[src/common/dac_pair_map.vh]
// Purpose: Constants for the dual converter update and format control block
// Assumes: Registers sit on a paged byte-wide special-function bus
// Notes:   Offsets are bus addresses; page selects which channel a name reaches
// Function
// - Enable bit 7 at 0 disables output pin and shuts converter down.
// - Enable bit 7 at 1 drives output pin and runs converter.
// - Control bits 6 and 5 read zero; writes to them ignored.
// - Trigger 00 latches staged word on a high byte write.
// - Trigger 01 timer 3, 10 timer 4, 11 timer 2 overflow.
// - Format 000: word is high[3:0] and low[7:0].
// - Format 001: word is high[4:0] and low[7:1].
// - Format 010: word is high[5:0] and low[7:2].
// - Format 011: word is high[6:0] and low[7:3].
// - Format 1xx: word is high[7:0] and low[7:4].
// - Channel 0 low data register is eight-bit read/write.
// - Channel 1 high data register is eight-bit read/write.
// - Channel 1 high data decoded at 0xD3 on page 1.
// - Channel 1 low data decoded at 0xD2 on page 1.
// - Channel 0 control decoded at 0xD4 on page 0.
// - On demand, low byte write only staged until high byte write.
// - Timer modes hold both bytes, copy on selected overflow.
// - Channel 1 behaves like channel 0 with page 1 registers.
// - Assembled word is twelve-bit unsigned, 0x000 to 0xFFF.
`ifndef DAC_PAIR_MAP_VH
`define DAC_PAIR_MAP_VH
`define ADDR_DATA_LOW   8'hD2
`define ADDR_DATA_HIGH  8'hD3
`define ADDR_CONTROL    8'hD4
`define PAGE_CH0        8'h00
`define PAGE_CH1        8'h01
`define CTRL_RESET      8'h00
`define DATA_RESET      8'h00
`define WORD_RESET      12'h000
`define CTRL_WMASK      8'h9F
`define BIT_ENABLE      7
`define TRIG_HI         4
`define TRIG_LO         3
`define FMT_HI          2
`define FMT_LO          0
`define TRIG_ON_WRITE   2'h0
`define TRIG_TIMER3     2'h1
`define TRIG_TIMER4     2'h2
`define TRIG_TIMER2     2'h3
`define FMT_4_8         3'h0
`define FMT_5_7         3'h1
`define FMT_6_6         3'h2
`define FMT_7_5         3'h3
`endif

[src/core/dac_channel.v]
// Purpose: One converter channel: data bytes, control, format and update latch
// Assumes: Write strobes are one cycle and already decoded for this channel
// Notes:   Timer strobes are same-clock one-cycle overflow pulses
`timescale 1ns/1ns
`default_nettype none
`include "dac_pair_map.vh"
module dac_channel (
   input  wire        clk,
   input  wire        reset,
   input  wire [7:0]  wdata,
   input  wire        wr_low,
   input  wire        wr_high,
   input  wire        wr_ctrl,
   input  wire        tmr2_ovf,
   input  wire        tmr3_ovf,
   input  wire        tmr4_ovf,
   output reg  [7:0]  data_low_q,
   output reg  [7:0]  data_high_q,
   output wire [7:0]  control,
   output reg  [11:0] latch_q,
   output reg         enable_q
);
   reg  [1:0]  trig_q;
   reg  [2:0]  fmt_q;
   reg  [11:0] word_d;
   reg         update;
   localparam [7:0] CTRL_INIT = `CTRL_RESET;
   // Unused bits are simply not stored, so they read zero
   assign control = {enable_q, 2'b00, trig_q, fmt_q};

   // Register storage; every bit of the data bytes is kept
   always @(posedge clk or posedge reset) begin
      if (reset) begin
         data_low_q  <= `DATA_RESET;
         data_high_q <= `DATA_RESET;
         enable_q    <= CTRL_INIT[`BIT_ENABLE];
         trig_q      <= CTRL_INIT[`TRIG_HI:`TRIG_LO];
         fmt_q       <= CTRL_INIT[`FMT_HI:`FMT_LO];
      end else begin
         if (wr_low)
            data_low_q <= wdata;
         if (wr_high)
            data_high_q <= wdata;
         if (wr_ctrl) begin
            enable_q <= wdata[`BIT_ENABLE];
            trig_q   <= wdata[`TRIG_HI:`TRIG_LO];
            fmt_q    <= wdata[`FMT_HI:`FMT_LO];
         end
      end
   end

   // Word assembly from the stored bytes; format is taken at latch time
   always @* begin
      case (fmt_q)
         `FMT_4_8: word_d = {data_high_q[3:0], data_low_q};
         `FMT_5_7: word_d = {data_high_q[4:0], data_low_q[7:1]};
         `FMT_6_6: word_d = {data_high_q[5:0], data_low_q[7:2]};
         `FMT_7_5: word_d = {data_high_q[6:0], data_low_q[7:3]};
         default:  word_d = {data_high_q, data_low_q[7:4]};
      endcase
   end

   // Update event; high byte write commits one cycle after its strobe
   always @* begin
      case (trig_q)
         `TRIG_ON_WRITE: update = 1'b0;
         `TRIG_TIMER3:   update = tmr3_ovf;
         `TRIG_TIMER4:   update = tmr4_ovf;
         default:        update = tmr2_ovf;
      endcase
   end

   // Delayed write flag lets the latch see the freshly stored high byte
   reg wr_high_q;
   always @(posedge clk or posedge reset) begin
      if (reset) begin
         wr_high_q <= 1'b0;
         latch_q   <= `WORD_RESET;
      end else begin
         wr_high_q <= wr_high && (trig_q == `TRIG_ON_WRITE);
         if (wr_high_q || update)
            latch_q <= word_d;
      end
   end
endmodule // dac_channel
`default_nettype wire

[src/core/dac_pair_ctrl.v]
// Purpose: Two-channel converter front end on a paged register port
// Assumes: Bus master on clk; page selector held stable across an access
// Notes:   Analog stage gets latched words, enables and shutdown levels
//          Read data stand one cycle after the read strobe, zero otherwise
//          Pages other than 0 and 1 are holes: writes vanish, reads give zero
//          A high byte write in on-demand mode reaches the word two edges later
//          In timer modes the word changes at the edge that takes the overflow
`timescale 1ns/1ns
`default_nettype none
`include "dac_pair_map.vh"
module dac_pair_ctrl (
   input  wire        clk,
   input  wire        reset,
   input  wire [7:0]  addr,
   input  wire [7:0]  page,
   input  wire [7:0]  wdata,
   input  wire        wr,
   input  wire        rd,
   output reg  [7:0]  rdata,
   input  wire        tmr2_ovf,
   input  wire        tmr3_ovf,
   input  wire        tmr4_ovf,
   output wire [11:0] ch0_word,
   output wire [11:0] ch1_word,
   output wire        ch0_out_oe_n,
   output wire        ch1_out_oe_n,
   output wire        ch0_shutdown,
   output wire        ch1_shutdown
);
   // Register map seen from the bus:
   //   page 0: low byte, high byte and control of channel 0
   //   page 1: low byte, high byte and control of channel 1
   //   any other page, or any other address, is a hole
   // The channels keep all storage; this level only decodes and reads back.
   // Both channels share the three timer overflow strobes; each picks its own.

   // Read source codes; the idle code reads as zero
   localparam [2:0] SRC_NONE = 3'b000;
   localparam [2:0] SRC_LO0  = 3'b001;
   localparam [2:0] SRC_HI0  = 3'b010;
   localparam [2:0] SRC_CN0  = 3'b011;
   localparam [2:0] SRC_LO1  = 3'b100;
   localparam [2:0] SRC_HI1  = 3'b101;
   localparam [2:0] SRC_CN1  = 3'b110;

   // Page hits
   wire        sel0;
   wire        sel1;

   // Decoded write strobes, one per register
   reg         wr_low0;
   reg         wr_high0;
   reg         wr_ctrl0;
   reg         wr_low1;
   reg         wr_high1;
   reg         wr_ctrl1;

   // Read source for the coming cycle and the byte it picks
   reg  [2:0]  src_d;
   reg  [7:0]  rdata_d;

   // Register contents as the channels hold them
   wire [7:0]  lo0;
   wire [7:0]  hi0;
   wire [7:0]  cn0;
   wire [7:0]  lo1;
   wire [7:0]  hi1;
   wire [7:0]  cn1;
   wire        en0;
   wire        en1;

   // Only pages 0 and 1 carry registers; any other page is a hole
   assign sel0 = (page == `PAGE_CH0);
   assign sel1 = (page == `PAGE_CH1);

   // Page 0 write decode; one strobe in, at most one strobe out
   always @* begin
      wr_low0  = 1'b0;
      wr_high0 = 1'b0;
      wr_ctrl0 = 1'b0;
      if (wr && sel0) begin
         case (addr)
            `ADDR_DATA_LOW: begin
               wr_low0 = 1'b1;
            end
            `ADDR_DATA_HIGH: begin
               wr_high0 = 1'b1;
            end
            `ADDR_CONTROL: begin
               wr_ctrl0 = 1'b1;
            end
            default: begin
               wr_low0 = 1'b0;
            end
         endcase
      end
   end

   // Page 1 write decode; same addresses, other channel
   always @* begin
      wr_low1  = 1'b0;
      wr_high1 = 1'b0;
      wr_ctrl1 = 1'b0;
      if (wr && sel1) begin
         case (addr)
            `ADDR_DATA_LOW: begin
               wr_low1 = 1'b1;
            end
            `ADDR_DATA_HIGH: begin
               wr_high1 = 1'b1;
            end
            `ADDR_CONTROL: begin
               wr_ctrl1 = 1'b1;
            end
            default: begin
               wr_low1 = 1'b0;
            end
         endcase
      end
   end

   // Read source; registered below so the data stand one cycle later
   always @* begin
      src_d = SRC_NONE;
      if (rd && sel0) begin
         case (addr)
            `ADDR_DATA_LOW: begin
               src_d = SRC_LO0;
            end
            `ADDR_DATA_HIGH: begin
               src_d = SRC_HI0;
            end
            `ADDR_CONTROL: begin
               src_d = SRC_CN0;
            end
            default: begin
               src_d = SRC_NONE;
            end
         endcase
      end else if (rd && sel1) begin
         case (addr)
            `ADDR_DATA_LOW: begin
               src_d = SRC_LO1;
            end
            `ADDR_DATA_HIGH: begin
               src_d = SRC_HI1;
            end
            `ADDR_CONTROL: begin
               src_d = SRC_CN1;
            end
            default: begin
               src_d = SRC_NONE;
            end
         endcase
      end
   end

   // Read multiplexer; holes and idle cycles give zero so nothing stale leaks
   always @* begin
      rdata_d = `DATA_RESET;
      case (src_d)
         SRC_LO0: rdata_d = lo0;
         SRC_HI0: rdata_d = hi0;
         SRC_CN0: rdata_d = cn0;
         SRC_LO1: rdata_d = lo1;
         SRC_HI1: rdata_d = hi1;
         SRC_CN1: rdata_d = cn1;
         default: rdata_d = `DATA_RESET;
      endcase
   end

   // Read data register; back to zero in every cycle without a read
   always @(posedge clk or posedge reset) begin
      if (reset)
         rdata <= `DATA_RESET;
      else
         rdata <= rdata_d;
   end

   // Channel 0 on page 0
   dac_channel u_ch0 (
      .clk        (clk),
      .reset      (reset),
      .wdata      (wdata),
      .wr_low     (wr_low0),
      .wr_high    (wr_high0),
      .wr_ctrl    (wr_ctrl0),
      .tmr2_ovf   (tmr2_ovf),
      .tmr3_ovf   (tmr3_ovf),
      .tmr4_ovf   (tmr4_ovf),
      .data_low_q (lo0),
      .data_high_q(hi0),
      .control    (cn0),
      .latch_q    (ch0_word),
      .enable_q   (en0)
   );

   // Channel 1 on page 1, same behaviour
   dac_channel u_ch1 (
      .clk        (clk),
      .reset      (reset),
      .wdata      (wdata),
      .wr_low     (wr_low1),
      .wr_high    (wr_high1),
      .wr_ctrl    (wr_ctrl1),
      .tmr2_ovf   (tmr2_ovf),
      .tmr3_ovf   (tmr3_ovf),
      .tmr4_ovf   (tmr4_ovf),
      .data_low_q (lo1),
      .data_high_q(hi1),
      .control    (cn1),
      .latch_q    (ch1_word),
      .enable_q   (en1)
   );

   // Output pin drive and shutdown follow the enable bits
   assign ch0_out_oe_n = ~en0;
   assign ch1_out_oe_n = ~en1;
   assign ch0_shutdown = ~en0;
   assign ch1_shutdown = ~en1;
endmodule // dac_pair_ctrl
`default_nettype wire

[config.mk]
export PLATFORM = sky130hd
export DESIGN_NAME = dac_pair_ctrl
export DESIGN_NICKNAME = d
export VERILOG_FILES = /design/src/core/dac_channel.v /design/src/core/dac_pair_ctrl.v
export VERILOG_INCLUDE_DIRS = /design/src /design/src/common
export SDC_FILE = /design/constraint.sdc
export NUM_CORES = 1
export LEC_CHECK = 0
export BUFFER_PORTS_ARGS = -buffer_cell sky130_fd_sc_hd__buf_2
export CORE_MARGIN = 2
export CORE_UTILIZATION = 30
export DETAILED_ROUTE_END_ITERATION = 8
export GPL_TIMING_DRIVEN = 0
export PLACE_DENSITY_LB_ADDON = 0.25
export SLEW_MARGIN = 20
export SYNTH_ARGS = -nofsm -noshare
export SYNTH_HDL_FRONTEND = slang
export SYNTH_SLANG_ARGS = --single-unit
[constraint.sdc]
create_clock -name clk -period 2.7 [get_ports clk]
set_input_delay 0.54 -clock clk [delete_from_list [all_inputs] [get_ports clk]]
set_output_delay 0.54 -clock clk [all_outputs]
set_load 0.005 [all_outputs]
* Word level (Yosys, flattened, before mapping) *
Index checks and enable logic that the tools add are counted.

storage, ports and cells
  bits in writable memories = 0
  bits in latches = 0
  memories = 0
  output and inout bits = 36
  bits of input ports = 31
  flip-flop bits (word level) = 78
  word-level logic and storage cells = 68
  memory bits (read-only) = 0

operators by class
  divide/modulo/power cells = 0
  bitwise gates (word level) = 2
  multiplexer cells = 18
  equal/unequal tests = 20
  shift-type cells = 0
  reduce and logical (&&, ||, !) cells = 13
  multipliers = 0
  $add $sub $neg = 0
  $lt $le $gt $ge = 0

operator list
  operator              number
  $pmux W12 S4          2
  $pmux W8 S6           1
  $eq A8 B8 Y1 const B  3
  $eq A3 B2 Y1 const B  6
  $eq A3 B1 Y1 const B  3
  $eq A3 B3 Y1 const B  3
  $mux W1               9
  $pmux W3 S3           1
  $eq A8 B1 Y1 const B  1
  $logic_not A8 Y1      1
  $logic_and A1 B1 Y1   6
  $logic_not A3 Y1      2
  $mux W3               2
  $pmux W1 S3           2
  $pmux W2 S3           1
  $eq A2 B1 Y1 const B  2
  $eq A2 B2 Y1 const B  2
  $logic_not A2 Y1      2
  $logic_or A1 B1 Y1    2
  $not A1 Y1            2

* Depth between registers and ports, before layout *
  depth in word-level cells = 6
  depth in mapped cells = 7

* By module *
From an unflattened synthesis, not the netlist that was laid out.

unflattened totals
  cells, all modules = 320
  area, all modules = 4543.1 um^2

by module, submodules not included
  module         area an instance (um^2)  times used  cells an instance
  dac_channel    1838.0                   2           109
  dac_pair_ctrl  867.1                    1           102

* Least setup slack after synthesis *
Ideal clock, no wire load.

  path kind = input to register
  start point = input page[5]
  end point = register u_ch1.data_high_q[0]
  arrival = 2.295 ns
  path buffers = 0
  setup time = 0.125 ns
  stages = 4
  path slack = 0.280 ns
  data required time = 2.575 ns
  path through = or4_4 -> or4_4 -> nor4_4 -> mux2_2

on the way
  longest elaborated chain between the ends = 3

RTL lines
  item                           line                 RTL
  from (decl)                    dac_pair_ctrl.v:15   input wire [7:0] page,
  $eq A8 B1 Y1 (no source line)  --
  $logic_and A1 B1 Y1            dac_pair_ctrl.v:104  if (wr && sel1) begin
  $mux W1                        dac_pair_ctrl.v:104
  to (signal assigned)           dac_channel.v:35     data_high_q <= `DATA_RESET;
  to (signal assigned)           dac_channel.v:43     data_high_q <= wdata;
  to (decl)                      dac_channel.v:18     output reg [7:0] data_high_q,

Every way passes these cells.
A chain may end at the register's enable or synchronous reset.

* Worst setup path in the final report *
  start point = input page[5]
  end point = register u_ch1.data_high_q[2]

Same word-level chain as after synthesis.

==> reports/metrics.cfg <==
[clocking]
clkSlewWorstSetupHoldPaths_ns = 0.06
clkSinkCount = 78
postCtsResizedCells = 0
cts_tree = done
postCtsSetupBuffers = 0
ctsRootBufferMaster = clkbuf_16
clk_latency_ns = 0.34
htree_num_levels = 3
numCtsBuffers = 9
hold_buffers = 0
clk_path_buf_depth = 2

[power_and_ir_drop]
total_power_mw = 2.67
pwr-share-clk_pct = 52.8
p_sw_uw = 543
peakVddDrop_v = 0.000332
p_leak_nw = 2.37
p_per_area_mw_per_mm2 = 516
combPwrFrac_pct = 3.4
p_seq_share_pct = 43.8
swShare_pct = 20.4
cell_internal_pwr_mw = 2.13

[synthesis]
synth_common_cells = mux2_2 (95), dfrtp_1 (78), mux2i_1 (32)
synth_cell_types = 41
synth.avg_cell_area_um2 = 11.8
synth_area_mm2 = 0.00425
synthAdderAreaFrac_pct = 0
synth_simple_gate_area_share_pct = 10.9
yosys.area_share.xor_xnor_pct = 0.206
synth_flop_cell = dfrtp_1
ys_async_sr_fraction_pct = 100
yosysMostFrequentCell = mux2_2
synth-seq-cells = 78
synth_nets = 390
synth_edf_count = 0
synth_top_family_by_area = multiplexers
synth_compound_area_share_pct = 6.68
seq_area_frac_synth_pct = 45.9
netlist.area_leader.share_pct = 45.9
synth_top_cell_by_area = dfrtp_1
muxShareOfSynthArea_pct = 33.2
synthTopCellsByArea = dfrtp_1 (46%), mux2_2 (25%), mux2i_1 (7.5%)
synthCells = 359
yosysWarningCount = 0

[die]
rows = 43
die_w_um = 123
core_area_mm2 = 0.0139
start_util_pct = 30.6
dieArea_mm2 = 0.0151
pin_count = 67
die-height_um = 123

[sta]
fin_skew_ns = 0.00631
fmax_mhz = 406
rsz0062_at_grt = no
fin_crit_sh_pct = 91.1
drv_slew = 0
setup_ws_ns = 0.239
setup_tns_ns = 0
hold_viol_final = 0
worst_slew_pin_slew_ns = 0.877
setup_viol = 0
final.min_clock_period_ns = 2.46
relSlewSlack_pct = 41.5

[placement]
place_area_mm2 = 0.00482
place_congestion = 0.835
dp_hpwl_um = 8030
place_inst = 602
place_ws_ns = -0.110
portBuffers = 62

[run_status]
status = complete, no violations

[setup_path]
critPathCaptureType = flip-flop
worst_setup_path_start_kind = primary input
worstSetupPathType = primary input to flip-flop
startpoint = page[5]
cp.arrival_ns = 2.68
critical_path_required_ns = 2.92
cp_max_fo = 9
r2r_start = u_ch1.fmt_q[0]

[global_routing]
grt_max_degree = 55
antenna_found_initial = 2
grtUsageTotal_pct = 14.9
grt_overflow = 0
grt_pass1_wl_um = 17200
grt_pass1_vias = 3170

[final_layout]
final_net_count = 464
syn2layout_area_growth_pct = 21.5
finalInstanceArea_mm2 = 0.00517
drive_gt1_share_pct = 43.4
fillers = 1369
layout.cells.non_filler = 619

[detailed_routing]
ant_nets = 0
routed_via_density = 5.08
wirelength_um = 10800
initialDrtViolationCount = 178
first_pass_iters = 4
drc = 0
avgRoutedWirePerCell_um = 17.5
vias = 3144

[run]
max_cap_viol_count = 0

[min_path]
min_path_type = primary input to asynchronous set/reset pin

-- path summary, 6_finish.rpt --
kind,end,slack [ns],depth (start not counted)
setup reg to reg,u_ch1.latch_q[11],0.44,6
hold reg to reg,u_ch1.latch_q[0],0.50,1
hold / removal,u_ch0.latch_q[8],0.17,2
min in group clk,u_ch1.data_low_q[6],0.48,2
setup / recovery,u_ch1.data_high_q[2],0.24,5
max in group asynchronous,u_ch1.data_low_q[7],1.96,3
-- per-stage QoR --
stage | hold WS, ns | util (%)
CTS | 0.173 | 37.2
floorplan | 0.471 | -
global placement | 0.486 | 34.5
global route | 0.202 | 37.2
finish | 0.165 | 37.2
detailed placement | 0.490 | 34.7
-- logic make-up (layout without fill, tap and decap cells) --
family,Yosys count,count (layout)
AOI/OAI and AO/OA,45,45
buffers and inverters,32,111
xor gates and xnor gates,1,1
and+or+nand+nor,75,75
other,0,1
DFF,78,78
muxes,128,128
-- critical path: stages --
cell and delay [ns]:
buf_2 0.09, or4_4 0.56, or4_4 0.49, nor4_4 0.58, mux2_2 0.41
-- layout by cell type, fill, tap and decap left out, drive strengths merged, types with 2 or more instances in the layout --
cell,count
mux2,95
dfrtp,78
buf,69
mux2i,32
clkbuf,30
nand2,27
o21ai,24
nand3,14
inv,6
a21oi,4
a22o,4
a22oi,4
o221ai,4
nor2,4
nand4b,4
nor4,4
nor3,3
bufinv,3
clkinv,3
or4,2
nor4bb,2
and2,2
nor3b,2
nand4bb,2
nand4,2
o211ai,2
or3,2
a211oi,2
-- power by group through the flow --
| stage | registers (mW) | clock network [mW] | logic, mW |
|---|---|---|---|
| after CTS | 1.17 | 1.44 | 0.0941 |
| after detailed placement | 1.19 | 0 | 0.0937 |
| after global placement | 1.19 | 0 | 0.0848 |
| after floorplan | 1.19 | 0 | 0.0429 |
| final | 1.17 | 1.41 | 0.0909 |
| after global routing | 1.17 | 1.49 | 0.103 |
-- layer usage --
metal / vias up / GRT usage (%) / part of all wire, %
met1: 1567 / 21.3 / 48
met2: 87 / 22.0 / 44
met3: 11 / 4.11 / 6.7
met5: - / 0 / 0.065
met4: 2 / 4.47 / 1.3
li1: 1477 / - / -
-- state kept, by name, summed over array words and instances, names as in the netlist, 3 cells and up --
| signal | count |
|---|---|
| u_ch1.fmt_q | 3 |
| rdata | 8 |
| u_ch0.fmt_q | 3 |
| u_ch0.data_low_q | 8 |
| u_ch1.latch_q | 12 |
| u_ch0.latch_q | 12 |
| u_ch1.data_high_q | 8 |
| u_ch1.data_low_q | 8 |
| u_ch0.data_high_q | 8 |
-- final cells by class --
class | instances | area, um2 | area share, %
multi-input cells | 249 | 2170 | 42.0
repair buffers | 63 | 338 | 6.54
clock inverters | 6 | 109 | 2.11
inverters | 6 | 25.0 | 0.484
well taps | 180 | 225 | 4.36
clock buffers | 10 | 239 | 4.62
diodes | 1 | 2.50 | 0.0484
plain buffers | 26 | 108 | 2.08
flip-flops and latches | 78 | 1950 | 37.8
No activity file was read; power rests on OpenSTA's default activity.
